### src/hdl/umt_defs.vh
// Register map, field positions, reset values and encodings of the timer
`ifndef UMT_DEFS_VH
`define UMT_DEFS_VH

`define UMT_ADDR_W        4
`define UMT_OFS_CTL       4'h0
`define UMT_OFS_COUNT     4'h1
`define UMT_OFS_PERIOD    4'h2
`define UMT_OFS_CHCTL     4'h3
`define UMT_OFS_CHCMP     4'h4
`define UMT_OFS_SHADOW    4'h5
`define UMT_OFS_STATUS    4'h6
`define UMT_OFS_MASK      4'h7

// Control register fields
`define UMT_CTL_MODE_LO   0
`define UMT_CTL_MODE_HI   1
`define UMT_CTL_IE_BIT    2
`define UMT_CTL_CLR_BIT   3
`define UMT_CTL_RESET     4'h0

// Counting modes
`define UMT_MODE_STOP     2'h0
`define UMT_MODE_UP       2'h1
`define UMT_MODE_CONT     2'h2
`define UMT_MODE_UPDOWN   2'h3

// Shadow load event select, channel control bits 1:0
`define UMT_SHADOW_LOAD_EVENT_SELECT_LO       0
`define UMT_SHADOW_LOAD_EVENT_SELECT_HI       1
`define UMT_LOAD_WRITE    2'h0
`define UMT_LOAD_ZERO_A   2'h1
`define UMT_LOAD_ZERO_B   2'h2
`define UMT_LOAD_PERIOD   2'h3
`define UMT_CHCTL_RESET   2'h0

// Status and mask bits
`define UMT_ST_WRAP       0
`define UMT_ST_CCMP       1
`define UMT_ST_W          2

// XORed into the count for a read that hits the halted-at-period case
`define UMT_CORRUPT_XOR   16'h0001

`endif

### src/hdl/umt_sync_flag.v
// Sticky event flag with write-one-to-clear, set wins over clear
`timescale 1ns/1ps
module umt_sync_flag (
  CLK,
  RST_N,
  set,
  clr,
  flag
);
  input  wire CLK;
  input  wire RST_N;
  input  wire set;
  input  wire clr;
  output wire flag;

  reg flag_reg;

  assign flag = flag_reg;

  always @(posedge CLK or negedge RST_N) begin
    if (!RST_N) begin
      flag_reg <= 1'b0;
    end else if (set) begin
      flag_reg <= 1'b1;
    end else if (clr) begin
      flag_reg <= 1'b0;
    end
  end
endmodule // umt_sync_flag

### src/hdl/umt_shadow_latch.v
// Channel compare shadow latch with load-event selection
`timescale 1ns/1ps
`include "umt_defs.vh"
module umt_shadow_latch #(
  parameter W = 16
) (
  CLK,
  RST_N,
  load_sel,
  up_mode,
  cmp_write,
  cmp_value,
  at_zero,
  at_period,
  shadow
);
  input  wire         CLK;
  input  wire         RST_N;
  input  wire [1:0]   load_sel;
  input  wire         up_mode;
  input  wire         cmp_write;
  input  wire [W-1:0] cmp_value;
  input  wire         at_zero;
  input  wire         at_period;
  output wire [W-1:0] shadow;

  reg  [W-1:0] shadow_reg;
  reg          pending_reg;
  reg          load_now;
  wire         zero_sel;

  assign shadow   = shadow_reg;
  assign zero_sel = (load_sel == `UMT_LOAD_ZERO_A) ||
                    (load_sel == `UMT_LOAD_ZERO_B);

  always @* begin
    load_now = 1'b0;
    case (load_sel)
      `UMT_LOAD_WRITE:  load_now = cmp_write;
      `UMT_LOAD_ZERO_A,
      `UMT_LOAD_ZERO_B: begin
        // Known deviation kept: Up mode ignores the zero wait
        if (up_mode) begin
          load_now = cmp_write;
        end else begin
          load_now = pending_reg && at_zero;
        end
      end
      `UMT_LOAD_PERIOD: load_now = pending_reg && at_period;
      default:          load_now = 1'b0;
    endcase
  end

  always @(posedge CLK or negedge RST_N) begin
    if (!RST_N) begin
      shadow_reg  <= {W{1'b0}};
      pending_reg <= 1'b0;
    end else begin
      if (load_now) begin
        shadow_reg <= cmp_value;
      end
      if (cmp_write && !(zero_sel && up_mode) &&
          load_sel != `UMT_LOAD_WRITE) begin
        pending_reg <= 1'b1;
      end else if (load_now) begin
        pending_reg <= 1'b0;
      end
    end
  end
endmodule // umt_shadow_latch

### src/hdl/umt_timer.v
// Up mode timer with compare shadow latch and Wishbone register access
`timescale 1ns/1ps
`include "umt_defs.vh"
// Function
// - A count read while halted at the period in Up mode may be wrong.
// - Settings 1 and 2 load the shadow when the running count reaches zero.
// - In Up mode those settings load a new compare value at once.
// - A control enable bit lets the timer raise an interrupt to software.
module umt_timer #(
  parameter W = 16
) (
  CLK,
  RST_N,
  ADR_I,
  DAT_I,
  DAT_O,
  WE_I,
  SEL_I,
  STB_I,
  CYC_I,
  ACK_O,
  ERR_O,
  IRQ
);
  input  wire        CLK;
  input  wire        RST_N;
  input  wire [31:0] ADR_I;
  input  wire [31:0] DAT_I;
  output wire [31:0] DAT_O;
  input  wire        WE_I;
  input  wire [3:0]  SEL_I;
  input  wire        STB_I;
  input  wire        CYC_I;
  output wire        ACK_O;
  output wire        ERR_O;
  output wire        IRQ;

  reg  [3:0]   ctl_reg;
  reg  [W-1:0] count_reg;
  reg  [W-1:0] count_next;
  reg          dir_down_reg;
  reg  [W-1:0] period_reg;
  reg  [1:0]   chctl_reg;
  reg  [W-1:0] chcmp_reg;
  reg  [1:0]   mask_reg;
  reg  [31:0]  dat_reg;
  reg          ack_reg;
  reg          err_reg;
  reg  [31:0]  rd_data;
  reg          rd_hit;

  wire [1:0]   mode;
  wire         running;
  wire         req;
  wire         wr;
  wire [3:0]   idx;
  wire         addr_ok;
  wire         lo_lane;
  wire [1:0]   status;
  wire         at_zero;
  wire         at_period;
  wire         wrap_evt;
  wire         ccmp_evt;
  wire [W-1:0] shadow;
  wire         halted_at_period;
  wire         wr_chcmp;
  wire [W-1:0] din;
  wire         wr_ctl;
  wire         wr_count;
  wire         wr_period;
  wire         wr_chctl;
  wire         wr_mask;
  wire         wr_status;
  wire         clr_req;
  wire         up_mode;
  wire         zero_hit;
  wire         rd_take;
  wire [W-1:0] cmp_src;
  reg          up_last_reg;

  assign mode    = ctl_reg[`UMT_CTL_MODE_HI:`UMT_CTL_MODE_LO];
  assign running = (mode != `UMT_MODE_STOP);
  assign req     = CYC_I && STB_I && !ack_reg && !err_reg;
  assign idx     = ADR_I[5:2];
  assign addr_ok = (ADR_I[31:6] == 26'h0) && (ADR_I[1:0] == 2'h0) &&
                   (idx <= `UMT_OFS_MASK);
  assign wr      = req && WE_I && addr_ok;
  // Registers are 16 bits or less; only the low two lanes matter
  assign lo_lane = SEL_I[0];
  assign din     = DAT_I[W-1:0];

  assign at_zero   = (count_reg == {W{1'b0}});
  assign at_period = (count_reg == period_reg);
  assign wr_chcmp  = wr && (idx == `UMT_OFS_CHCMP) && (SEL_I[1:0] == 2'h3);
  // Write strobes, one per register
  assign wr_ctl    = wr && lo_lane && (idx == `UMT_OFS_CTL);
  assign wr_count  = wr && (idx == `UMT_OFS_COUNT) && (SEL_I[1:0] == 2'h3);
  assign wr_period = wr && (idx == `UMT_OFS_PERIOD) && (SEL_I[1:0] == 2'h3);
  assign wr_chctl  = wr && lo_lane && (idx == `UMT_OFS_CHCTL);
  assign wr_mask   = wr && lo_lane && (idx == `UMT_OFS_MASK);
  assign wr_status = wr && lo_lane && (idx == `UMT_OFS_STATUS);
  // Reinit is a strobe, never stored in the control register
  assign clr_req   = wr_ctl && DAT_I[`UMT_CTL_CLR_BIT];
  assign up_mode   = (mode == `UMT_MODE_UP);
  // Zero reached by counting, not a count already resting at zero
  assign zero_hit  = running && !at_zero && (count_next == {W{1'b0}});
  // A delayed load takes the stored compare, not whatever is on the bus
  assign cmp_src   = wr_chcmp ? din : chcmp_reg;
  assign rd_take   = req && !WE_I && addr_ok;

  // Next count for each mode; stop holds the value
  always @* begin
    count_next = count_reg;
    case (mode)
      `UMT_MODE_UP: begin
        if (count_reg >= period_reg) begin
          count_next = {W{1'b0}};
        end else begin
          count_next = count_reg + {{(W-1){1'b0}}, 1'b1};
        end
      end
      `UMT_MODE_CONT: begin
        count_next = count_reg + {{(W-1){1'b0}}, 1'b1};
      end
      `UMT_MODE_UPDOWN: begin
        if (dir_down_reg) begin
          count_next = at_zero ? count_reg
                               : count_reg - {{(W-1){1'b0}}, 1'b1};
        end else begin
          count_next = at_period ? count_reg
                                 : count_reg + {{(W-1){1'b0}}, 1'b1};
        end
      end
      default: count_next = count_reg;
    endcase
  end

  // Wrap event: the count returns to zero while running
  assign wrap_evt = running && !at_zero && (count_next == {W{1'b0}});
  assign ccmp_evt = running && (count_reg == shadow) &&
                    (count_next != count_reg);

  // Control: the reinit bit reads back as zero
  always @(posedge CLK or negedge RST_N) begin
    if (!RST_N) begin
      ctl_reg <= `UMT_CTL_RESET;
    end else if (wr_ctl) begin
      ctl_reg <= {1'b0, DAT_I[2:0]};
    end
  end

  // Reinit beats a direct count write, which beats counting
  always @(posedge CLK or negedge RST_N) begin
    if (!RST_N) begin
      count_reg    <= {W{1'b0}};
      dir_down_reg <= 1'b0;
    end else if (clr_req) begin
      count_reg    <= {W{1'b0}};
      dir_down_reg <= 1'b0;
    end else if (wr_count) begin
      count_reg <= din;
    end else begin
      count_reg <= count_next;
      if (mode == `UMT_MODE_UPDOWN) begin
        if (!dir_down_reg && at_period) begin
          dir_down_reg <= 1'b1;
        end else if (dir_down_reg && at_zero) begin
          dir_down_reg <= 1'b0;
        end
      end
    end
  end

  // 16-bit registers change only when both low lanes are selected
  always @(posedge CLK or negedge RST_N) begin
    if (!RST_N) begin
      period_reg <= {W{1'b0}};
    end else if (wr_period) begin
      period_reg <= din;
    end
  end

  always @(posedge CLK or negedge RST_N) begin
    if (!RST_N) begin
      chctl_reg <= `UMT_CHCTL_RESET;
    end else if (wr_chctl) begin
      chctl_reg <= DAT_I[`UMT_SHADOW_LOAD_EVENT_SELECT_HI:`UMT_SHADOW_LOAD_EVENT_SELECT_LO];
    end
  end

  // Compare register; the shadow latch decides when it takes effect
  always @(posedge CLK or negedge RST_N) begin
    if (!RST_N) begin
      chcmp_reg <= {W{1'b0}};
    end else if (wr_chcmp) begin
      chcmp_reg <= din;
    end
  end

  always @(posedge CLK or negedge RST_N) begin
    if (!RST_N) begin
      mask_reg <= 2'h0;
    end else if (wr_mask) begin
      mask_reg <= DAT_I[1:0];
    end
  end

  umt_shadow_latch #(
    .W (W)
  ) u_shadow (
    .CLK       (CLK),
    .RST_N     (RST_N),
    .load_sel  (chctl_reg),
    .up_mode   (up_mode),
    .cmp_write (wr_chcmp),
    .cmp_value (cmp_src),
    .at_zero   (zero_hit),
    .at_period (running && at_period),
    .shadow    (shadow)
  );

  // Status flags; a new event wins over a same-cycle clear
  umt_sync_flag u_wrap_flag (
    .CLK   (CLK),
    .RST_N (RST_N),
    .set   (wrap_evt),
    .clr   (wr_status && DAT_I[`UMT_ST_WRAP]),
    .flag  (status[`UMT_ST_WRAP])
  );

  umt_sync_flag u_ccmp_flag (
    .CLK   (CLK),
    .RST_N (RST_N),
    .set   (ccmp_evt),
    .clr   (wr_status && DAT_I[`UMT_ST_CCMP]),
    .flag  (status[`UMT_ST_CCMP])
  );

  // Timer interrupt needs both the control enable and the mask bit
  assign IRQ = ctl_reg[`UMT_CTL_IE_BIT] && |(status & mask_reg);

  // Known deviation kept so firmware workarounds can be exercised
  assign halted_at_period = !running && at_period && up_last_reg;

  // Reinit forgets the Up mode run even when issued while still running
  always @(posedge CLK or negedge RST_N) begin
    if (!RST_N) begin
      up_last_reg <= 1'b0;
    end else if (clr_req) begin
      up_last_reg <= 1'b0;
    end else if (up_mode) begin
      up_last_reg <= 1'b1;
    end else if (running) begin
      up_last_reg <= 1'b0;
    end
  end

  // Read mux; unused upper bits read as zero
  always @* begin
    rd_data = 32'h0;
    rd_hit  = 1'b1;
    case (idx)
      `UMT_OFS_CTL:    rd_data[3:0] = {1'b0, ctl_reg[2:0]};
      `UMT_OFS_COUNT: begin
        if (halted_at_period) begin
          rd_data[W-1:0] = count_reg ^ `UMT_CORRUPT_XOR;
        end else begin
          rd_data[W-1:0] = count_reg;
        end
      end
      `UMT_OFS_PERIOD: rd_data[W-1:0] = period_reg;
      `UMT_OFS_CHCTL:  rd_data[1:0]   = chctl_reg;
      `UMT_OFS_CHCMP:  rd_data[W-1:0] = chcmp_reg;
      `UMT_OFS_SHADOW: rd_data[W-1:0] = shadow;
      `UMT_OFS_STATUS: rd_data[1:0]   = status;
      `UMT_OFS_MASK:   rd_data[1:0]   = mask_reg;
      default:         rd_hit         = 1'b0;
    endcase
  end

  // One-cycle answer; a pending answer blocks a second take of the request
  always @(posedge CLK or negedge RST_N) begin
    if (!RST_N) begin
      ack_reg <= 1'b0;
      err_reg <= 1'b0;
      dat_reg <= 32'h0;
    end else begin
      ack_reg <= req && addr_ok && rd_hit;
      err_reg <= req && !(addr_ok && rd_hit);
      if (rd_take) begin
        dat_reg <= rd_data;
      end
    end
  end

  assign ACK_O = ack_reg;
  assign ERR_O = err_reg;
  assign DAT_O = dat_reg;
endmodule // umt_timer

### config.mk
export PLATFORM = sky130hd
export DESIGN_NAME = umt_timer
export DESIGN_NICKNAME = d
export VERILOG_FILES = /design/src/hdl/umt_sync_flag.v /design/src/hdl/umt_shadow_latch.v /design/src/hdl/umt_timer.v
export VERILOG_INCLUDE_DIRS = /design/src /design/src/hdl
export SDC_FILE = /design/constraint.sdc
export NUM_CORES = 1
export LEC_CHECK = 0
export ABC_CLOCK_PERIOD_IN_PS = 4000
export BUFFER_PORTS_ARGS = -buffer_cell sky130_fd_sc_hd__buf_2
export CAP_MARGIN = 40
export CORE_MARGIN = 4
export CORE_UTILIZATION = 57
export DETAILED_ROUTE_END_ITERATION = 10
export MAX_ROUTING_LAYER = met4
export PLACE_DENSITY = 0.8
export REMOVE_ABC_BUFFERS = 1
export SLEW_MARGIN = 20
export SYNTH_ARGS = -nofsm -noshare
export SYNTH_HDL_FRONTEND = slang
export SYNTH_SLANG_ARGS = --single-unit
### constraint.sdc
create_clock -name CLK -period 4 [get_ports CLK]
set_input_delay 0.8 -clock CLK [delete_from_list [all_inputs] [get_ports CLK]]
set_output_delay 0.8 -clock CLK [all_outputs]
set_load 0.02 [all_outputs]
==> reports/summary.txt, run 1 <==
Routability cong. = 1.05
CP Launch Type = register
Die area = 0.0139 mm^2
#FFs+latches synth = 94
Leakage = 3.67 nW
CP Launch Point = period_reg[3]$_DFFE_PN0P_
Largest net degree at the start of global routing = 40
Final WS setup = 0.0445 ns
Relative slew slack = 43.1%
CP dominant cell by count = buf_4
Post-synthesis sequential area ratio = 34.1%
WL/cell = 23.4 um
H-tree Lvls = 3
Initial DRC count = 1,055
Initial antenna violation count = 0
Met2 routed WL = 11,300 um
Initial Utilization = 59.4%
Synthesized area = 0.00689 mm^2
PD cells = 242 mW/mm^2
Crit path DAT = 4.18 ns
Slew Viols, Final = 0
Finished Cell Area = 0.00827 mm^2
Fmax = 0.253 GHz
Core area = 0.0116 mm^2
Bufs and invs on worst path = 4
Die X = 118 um
WP data required = 4.23 ns
Clock tree buffer depth = 2
Hold crit path type = in2async
Hold WS = 0.382 ns
Worst R2R Setup Slack = 0.04 ns
Die Y = 118 um
Top layer in use = met4
Finished Core Util = 71.2%
Initial DRT Pass Iterations = 6
Layout cell share with drive strength beyond 1 = 29.9%
Total power = 2.00 mW
Fin cells = 1,055
Port buffer count = 73
Vias in the first global route = 7,246
Area of the multi-input gates = 0.00418 mm^2
Synth Instances = 783
Final hold viol count = 0
Dpl cells = 1,036
I/O Pins = 108
Period utilization = 98.9%
Post-layout min period = 3.96 ns
Post-CTS Hold Buffers = 0
Worst reg2reg path depth = 15
ANT cells = 0
Synth unique cells = 75
Layout Skew = 0.00608 ns
Clock slew at reported path FFs = 0.06 ns
CP max stage delay = 0.58 ns
DRC Markers = 0
CTS tree = done
Worst skew pair latency = 0.34 ns
Drt via density = 6.93
Reg2Reg Capture Point = u_shadow.pending_reg$_DFFE_PN0P_
Delay-heaviest family, CP = simple AND/OR/NAND/NOR gates
CTS Buf Count = 9
Total number of vias = 7,312
All-layer global routing usage = 35.9%
Top_reg_cell synth = dfrtp_1
Max VDD drop = 0.000267 V
Grt total ovfl = 0
FILL cells = 864
Worst R2R Start = period_reg[3]$_DFFE_PN0P_
First-pass GRT wire length = 38,600 um
M1 WL = 9200 um
Crit. End Element = register
Final setup viols = 0
Max Cap Viol = 0
Synth-to-Final Area Change = 19.9%
Row count = 39
Outcome = finished, final reports clean
# nets final = 1,000
Worst path cell trace = inv_1 -> ha_1 -> nand4_1 -> buf_4 -> or4_4 -> mux2i_4 -> mux2_4 -> o211ai_4 -> a21o_1 -> nor4_2 -> nand4_1 -> buf_4 -> buf_4 -> o311a_1 -> mux2_2
Asr flop ratio synth = 100%
Detail Route Antenna Nets = 0
Setup CP Type = reg2reg
Setup TNS = 0 ns
Dpl cell area = 0.00784 mm^2
Number of flops mapped to enable cells by yosys = 0
Yosys Warn Count = 0
Pre-CTS WS = 0.0218 ns
Root buf cell = clkbuf_16
Crit path depth = 15
Wire length on met3 = 3050 um
Crit path max-delay cell type = or4_4
Clock tree sinks = 94
CP endpoint = u_shadow.pending_reg$_DFFE_PN0P_
Syn_area_per_cell = 8.80 um^2
WL final = 24,700 um
Worst-path maximum fanout = 3
Reg area = 0.00235 mm^2
DP Wirelength = 18,200 um
Worst Tran Pin Value = 0.853 ns
[synthesized netlist by cell type, drive strengths merged (6+ instances only)]
cell type / number / area share, %
nand4: 28 / 2.7
a221oi: 7 / 0.89
a31oi: 21 / 1.9
or4: 6 / 0.82
ha: 20 / 3.6
inv: 31 / 1.7
mux2i: 6 / 1.1
o211ai: 8 / 1.1
a21oi: 33 / 2.4
a22oi: 29 / 3.2
clkbuf: 36 / 2.0
mux2: 56 / 9.7
buf: 34 / 3.5
a211oi: 11 / 1.2
o21ai: 30 / 2.2
and3: 11 / 1.0
dfrtp: 94 / 34
nand3: 32 / 2.3
nor3: 29 / 2.2
nor4: 17 / 1.9
nor2: 85 / 4.7
a32oi: 6 / 0.76
xnor2: 28 / 3.6
nand2: 51 / 2.8
[final cells by class]
class / instances / area share (%)
multi-input cells: 601 / 50.6
clock buffers: 12 / 3.10
flip-flops and latches: 94 / 28.5
well taps: 143 / 2.16
inverters: 33 / 1.50
clock inverters: 4 / 0.939
repair buffers: 168 / 13.3
[report_power, final]
group	leakage, nW	switching [mW]	internal [mW]
combinational	2.27	0.0708	0.0293
sequential	1.24	0.000269	0.951
clock	0.163	0.366	0.586
[cells by family (layout without fill, tap and decap cells)]
| family | count (synthesis) | in the layout | share of synthesized area, % |
|---|---|---|---|
| XOR/XNOR | 29 | 29 | 3.68 |
| multiplexers | 62 | 62 | 10.8 |
| other | 1 | 16 | 0.0544 |
| AO/OA/AOI/OAI | 190 | 190 | 19.2 |
| adder cells (fa/ha/maj) | 20 | 20 | 3.63 |
| flip-flops | 94 | 94 | 34.1 |
| buffers and inverters | 103 | 217 | 7.22 |
| AND/OR/NAND/NOR | 284 | 284 | 21.2 |
[routing by layer]
layer / track usage, % / up-vias
li1: - / 3140
met1: 44.0 / 3488
met2: 55.8 / 573
met3: 10.7 / 111
met4: 14.3 / 0
met5: - / -
[timing repair]
action                     4_1_cts  5_1_grt
pin swaps                        0        6
gates resized for setup          1       13
setup endpoints to repair       10       17
setup buffers                    0        3
[cells in the final DEF, fill, tap and decap left out, types with 6 or more instances in the layout]
cell type and count:
o21ai_0 27, a211oi_1 11, a32oi_1 6, ha_1 20, inv_1 31, nor2_1 83, a21oi_1 32, and3_1 11
conb_1 16, nor3_1 25, mux2_4 11, mux2_2 45, a221oi_1 7, a31oi_1 21, buf_4 94, o211ai_1 7
a22oi_1 29, nand4_1 26, dfrtp_1 94, xnor2_1 28, nor4_1 11, buf_2 72, nand3_1 32, clkbuf_16 9
nand2_1 51
[worst register-to-register path, cell delays in order (launching register included)]
cell	delay (ns)
dfrtp_1	0.38
inv_1	0.07
ha_1	0.32
nand4_1	0.16
buf_4	0.18
or4_4	0.58
mux2i_4	0.19
mux2_4	0.19
o211ai_4	0.07
a21o_1	0.19
nor4_2	0.32
nand4_1	0.25
buf_4	0.22
buf_4	0.13
o311a_1	0.32
mux2_2	0.26
[worst min-delay path by stage]
stage / start / end / slack, ns / depth (start not counted)
after floorplan: u_wrap_flag.flag$_DFFE_PN0P_ / u_wrap_flag.flag$_DFFE_PN0P_ / 0.47 / 2
after global placement: DAT_O[1]$_DFFE_PN0P_ / DAT_O[1]$_DFFE_PN0P_ / 0.49 / 1
after detailed placement: DAT_O[1]$_DFFE_PN0P_ / DAT_O[1]$_DFFE_PN0P_ / 0.51 / 1
after CTS: RST_N / chcmp_reg[8]$_DFF_PN0_ / 0.39 / 1
after global routing: RST_N / chcmp_reg[8]$_DFF_PN0_ / 0.40 / 1
final: RST_N / chcmp_reg[15]$_DFF_PN0_ / 0.38 / 1
(Power assumes the default switching activity.)
==> inputs of run 2 (changes only) <==
- ABC_CLOCK_PERIOD_IN_PS: 4000 -> 3820
- clock period: 4 -> 3.82 ns (I/O delays scaled with it)
==> run 2 against run 1 <==
The flow now finishes with violations (negative setup slack). Cell area grew 6.5%. Worst setup slack got worse by 0.40 ns. Register-to-register slack got worse by 0.40 ns. Clock power grew 1%. Total power increased by 3.2%. Global-route usage increased by 4.7 points.
==> reports/summary.txt, run 2 (synthesis gave the netlist of run 1 again) <==
Die X = 118 um
Worst skew pair latency = 0.36 ns
Clock slew at reported path FFs = 0.07 ns
Most frequent cells in the layout = 148 x buf_4, 94 x dfrtp_1, 84 x nor2_1, 72 x buf_2, 51 x nand2_1
Largest net degree at the start of global routing = 44
Crit. End Element = register
Die Y = 118 um
Period utilization = 109%
Final WS setup = -0.356 ns
Relative slew slack = 51.1%
Grt total ovfl = 0
Routability cong. = 1.04
Post-layout min period = 4.18 ns
Dpl cells = 1,065
Total power = 2.07 mW
Final setup viols = 17
Worst reg2reg path depth = 15
Crit path DAT = 4.42 ns
Initial Utilization = 59.4%
Worst Tran Pin Value = 0.734 ns
CP max stage delay = 0.52 ns
WL/cell = 27.2 um
PD cells = 235 mW/mm^2
WP data required = 4.06 ns
Final hold viol count = 0
Crit path max-delay cell type = o41a_1
Synth-to-Final Area Change = 27.7%
Outcome = finished, violations left
CTS tree = done
Worst-path maximum fanout = 8
DRC Markers = 0
Die area = 0.0139 mm^2
Initial DRT Pass Iterations = 9
Hold crit path type = in2async
Failing checks = negative setup slack
Drt via density = 7.33
Initial DRC count = 1,423
Worst path cell trace = inv_2 -> ha_4 -> nand4_1 -> o41a_1 -> buf_4 -> a32oi_2 -> mux2i_1 -> o211a_4 -> nand3b_1 -> nor4_2 -> buf_4 -> nand4_1 -> o311a_4 -> buf_12 -> mux2_4
Row count = 39
All-layer global routing usage = 40.6%
# nets final = 1,056
Initial antenna violation count = 0
Most common cell after layout, fill and taps aside = buf_4
Detail Route Antenna Nets = 0
Setup TNS = -5.63 ns
Root buf cell = clkbuf_16
Clock tree buffer depth = 2
Setup CP Type = reg2reg
Fmax = 0.239 GHz
H-tree Lvls = 3
RSZ-0062 raised after global routing = true
Clock tree sinks = 94
Port buffer count = 73
Worst R2R Setup Slack = -0.36 ns
Max VDD drop = 0.000281 V
Fin cells = 1,112
Layout Skew = 0.00634 ns
Leakage = 3.95 nW
WL final = 30,200 um
CP Launch Type = register
First-pass GRT wire length = 43,300 um
Slew Viols, Final = 0
DP Wirelength = 19,500 um
Vias in the first global route = 7,809
Max Cap Viol = 0
Hold WS = 0.403 ns
Total number of vias = 8,150
I/O Pins = 108
Post-CTS Hold Buffers = 0
CTS Buf Count = 9
Layout cell share with drive strength beyond 1 = 35.2%
Core area = 0.0116 mm^2
run 2: metal layers:
layer / global-route usage (%) / vias to the layer above / wire (um) / share of wire, %
met5: - / - / 0 / 0
met4: 23.9 / 0 / 2660 / 8.8
met3: 10.9 / 281 / 4230 / 14
met2: 61.0 / 894 / 13000 / 43
met1: 49.1 / 3725 / 10300 / 34
li1: - / 3250 / - / -
run 2: per-stage QoR:
| stage | cell area (um^2) | setup slack (ns) | utilization (%) |
|---|---|---|---|
| after global routing | 8800 | -0.441 | 75.7 |
| after detailed placement | 8050 | -0.194 | 69.3 |
| final | 8800 | -0.356 | 75.8 |
| after floorplan | 6580 | -0.197 | - |
| after global placement | 8050 | -0.0871 | 69.3 |
| after CTS | 8540 | -0.115 | 73.6 |
run 2: critical path: cells and delay by family, from the launching register on:
family	cells	cell delay, ns
adders and majority gates	1	0.31
and+or+nand+nor	4	0.72
AOI/OAI and AO/OA	4	1.43
DFF	1	0.40
buffers and inverters	4	0.62
muxes	2	0.57
run 2: final cells by class:
type                            count  area (um^2)
Tap cell                          143          179
Inverter                           33          124
Antenna cell                        1         2.50
Multi-Input combinational cell    601         4290
Clock inverter                      4         52.6
Fill cell                         731         2810
Sequential cell                    94         2350
Timing Repair Buffer              224         1540
Clock buffer                       12          256
run 2: worst paths after layout:
| kind | start | to |
|---|---|---|
| max | period_reg[3]$_DFFE_PN0P_ | u_shadow.shadow[6]$_DFFE_PN0P_ |
| min | RST_N | period_reg[15]$_DFFE_PN0P_ |
| max reg2reg | period_reg[3]$_DFFE_PN0P_ | u_shadow.shadow[6]$_DFFE_PN0P_ |
| min reg2reg | DAT_O[1]$_DFFE_PN0P_ | DAT_O[1]$_DFFE_PN0P_ |
| max in group asynchronous | RST_N | count_reg[2]$_DFF_PN0_ |
| min in group CLK | DAT_O[1]$_DFFE_PN0P_ | DAT_O[1]$_DFFE_PN0P_ |
run 2: report_power, final:
group          switching (mW)  total [mW]  internal, mW
sequential           0.000318       0.996         0.995
clock                   0.415       0.962         0.547
combinational          0.0788       0.110        0.0310
total                   0.494        2.07          1.57
run 2: repair_timing:
action                     4_1_cts  5_1_grt
setup endpoints to repair       17       17
resized for setup               12       14
setup buffers                   12       18
cloned                           1        0
pin swaps                       13       15
hold endpoints to repair         0        0
==> inputs of run 3 (changes only) <==
==> constraint.sdc (replaced) <==
create_clock -name CLK -period 3.82 [get_ports CLK]
set_input_delay 0.191 -clock CLK [delete_from_list [all_inputs] [get_ports CLK]]
set_output_delay 0.191 -clock CLK [all_outputs]
set_load 0.02 [all_outputs]
==> run 3 against run 2 <==
The flow still finishes with violations (negative setup slack). Sequential share of layout area is 1.1 points higher. Via count down 9.8%. Clock skew up 0.00077 ns. Critical path type unchanged. Largest cell class unchanged.
==> reports/summary.txt, run 3 (synthesis gave the netlist of run 1 again) <==
Outcome = finished, violations left
Failing checks = negative setup slack
Worst R2R Start = period_reg[2]$_DFFE_PN0P_
Met3 GRT Util = 8.27%
WP data required = 4.05 ns
Most common cell after layout, fill and taps aside = buf_4
H-tree Lvls = 3
DP Wirelength = 18,300 um
Max Cap Viol = 0
CP Launch Type = register
First-pass GRT wire length = 38,900 um
Crit path max-delay cell type = o41a_1
Hold WS = 0.103 ns
Worst reg2reg path depth = 14
Row count = 39
All-layer global routing usage = 36.2%
FILL cells = 811
Most frequent cells in the layout = 116 x buf_4, 94 x dfrtp_1, 83 x nor2_1, 72 x buf_2, 50 x nand2_1
CTS tree = done
Leakage = 3.76 nW
Worst path cell trace = inv_1 -> ha_1 -> nand4_1 -> o41a_1 -> buf_6 -> a32oi_1 -> nor2_1 -> o21ai_1 -> o2111ai_2 -> nor4_4 -> nand4_1 -> o311a_1 -> buf_12 -> mux2_4
DRC Markers = 0
Detail Route Antenna Nets = 0
Period utilization = 102%
Dpl cells = 1,056
M1 GR Usage = 44.1%
Setup CP Type = reg2reg
CP dominant cell by count = nand4_1
Hold wc startpoint = DAT_I[12]
Final WS setup = -0.0762 ns
Crit path DAT = 4.12 ns
Initial Utilization = 59.4%
Die area = 0.0139 mm^2
Worst Tran Pin Value = 0.708 ns
Worst skew pair latency = 0.35 ns
Grt total ovfl = 0
Pre-CTS WS = -0.0341 ns
Area of the multi-input gates = 0.00420 mm^2
RSZ-0062 raised after global routing = true
Root buf cell = clkbuf_16
Max VDD drop = 0.000236 V
Post-layout min period = 3.90 ns
CP max stage delay = 0.60 ns
PD cells = 230 mW/mm^2
Routability cong. = 1.06
Layout cell share with drive strength beyond 1 = 31.9%
Initial antenna violation count = 1
Reg2Reg Capture Point = u_shadow.shadow[14]$_DFFE_PN0P_
Slew Viols, Final = 0
Relative slew slack = 52.8%
Reg area = 0.00235 mm^2
WL/cell = 23.2 um
Fmax = 0.257 GHz
Endpoint, Worst Hold = count_reg[12]$_DFF_PN0_
Initial DRC count = 946
CTS Buf Count = 9
Clock tree sinks = 94
Clock tree buffer depth = 2
Worst-path maximum fanout = 16
Crit. End Element = register
WL final = 25,100 um
Die X = 118 um
I/O Pins = 108
Fin cells = 1,081
Die Y = 118 um
Port buffer count = 73
Core area = 0.0116 mm^2
Final hold viol count = 0
Hold crit path type = in2reg
Drt via density = 6.80
Clock slew at reported path FFs = 0.06 ns
Worst R2R Setup Slack = -0.08 ns
Largest net degree at the start of global routing = 69
Synth-to-Final Area Change = 22.4%
Initial DRT Pass Iterations = 6
Worst Hold Path Cells = 3
Total number of vias = 7,348
Vias in the first global route = 7,232
Top Usage Layer GRT = met2
Layout Skew = 0.00711 ns
Met2 GRT Util = 57.5%
# nets final = 1,025
Final setup viols = 17
==> run 3: routing by layer <==
| metal | vias up | routed length (um) |
|---|---|---|
| li1 | 3185 | - |
| met1 | 3496 | 9320 |
| met2 | 530 | 11700 |
| met3 | 137 | 2790 |
| met4 | 0 | 1270 |
| met5 | - | 0 |
==> run 3: power by group <==
group,switching (mW),internal (mW)
Sequential,0.000331,0.995
Combinational,0.0742,0.0336
Clock,0.390,0.443
==> run 3: metrics by stage <==
stage / cell area (um^2) / setup TNS (ns) / power [mW] / util (%)
2_1_floorplan: 6580 / -2.59 / 1.05 / -
3_3_place_gp: 7980 / 0 / 1.11 / 68.7
3_5_place_dp: 7990 / -0.278 / 1.12 / 68.8
4_1_cts: 8280 / 0 / 1.93 / 71.3
5_1_grt: 8440 / -2.75 / 1.99 / 72.7
6_report: 8440 / -1.00 / 1.94 / 72.7
==> run 3: area by class of cell <==
| cell class | count | area share [%] |
|---|---|---|
| Inverter | 33 | 1.47 |
| Antenna cell | 1 | 0.0297 |
| Clock inverter | 5 | 0.415 |
| Multi-Input combinational cell | 601 | 49.8 |
| Tap cell | 143 | 2.12 |
| Timing Repair Buffer | 193 | 15.5 |
| Clock buffer | 11 | 2.76 |
| Sequential cell | 94 | 27.9 |
==> run 3: worst max-delay path, delay by kind of cell, from the launching register on <==
family / cells / cell delay (ns)
mux: 1 / 0.30
fa+ha+maj: 1 / 0.31
compound gates: 5 / 1.57
flops: 1 / 0.36
simple gates: 4 / 0.77
buf+inv: 3 / 0.43
==> run 3: worst max path at each step <==
stage / from / end / slack [ns] / depth (start not counted)
6_report: period_reg[2]$_DFFE_PN0P_ / u_shadow.shadow[14]$_DFFE_PN0P_ / -0.08 / 14
3_5_place_dp: period_reg[13]$_DFFE_PN0P_ / u_shadow.shadow[13]$_DFFE_PN0P_ / -0.03 / 13
3_3_place_gp: period_reg[5]$_DFFE_PN0P_ / u_shadow.shadow[12]$_DFFE_PN0P_ / 0.04 / 13
2_1_floorplan: count_reg[11]$_DFF_PN0_ / u_shadow.shadow[10]$_DFFE_PN0P_ / -0.17 / 11
4_1_cts: period_reg[10]$_DFFE_PN0P_ / u_shadow.pending_reg$_DFFE_PN0P_ / 0.03 / 14
5_1_grt: period_reg[13]$_DFFE_PN0P_ / u_shadow.pending_reg$_DFFE_PN0P_ / -0.18 / 15
==> run 3: repair_timing <==
action | CTS | global route
hold buffers | 0 | 1
buffers inserted | 2 | 4
pin swaps | 5 | 12
endpoints found under the setup margin | 16 | 17
hold endpoints to repair | 0 | 57
gates resized for setup | 2 | 16
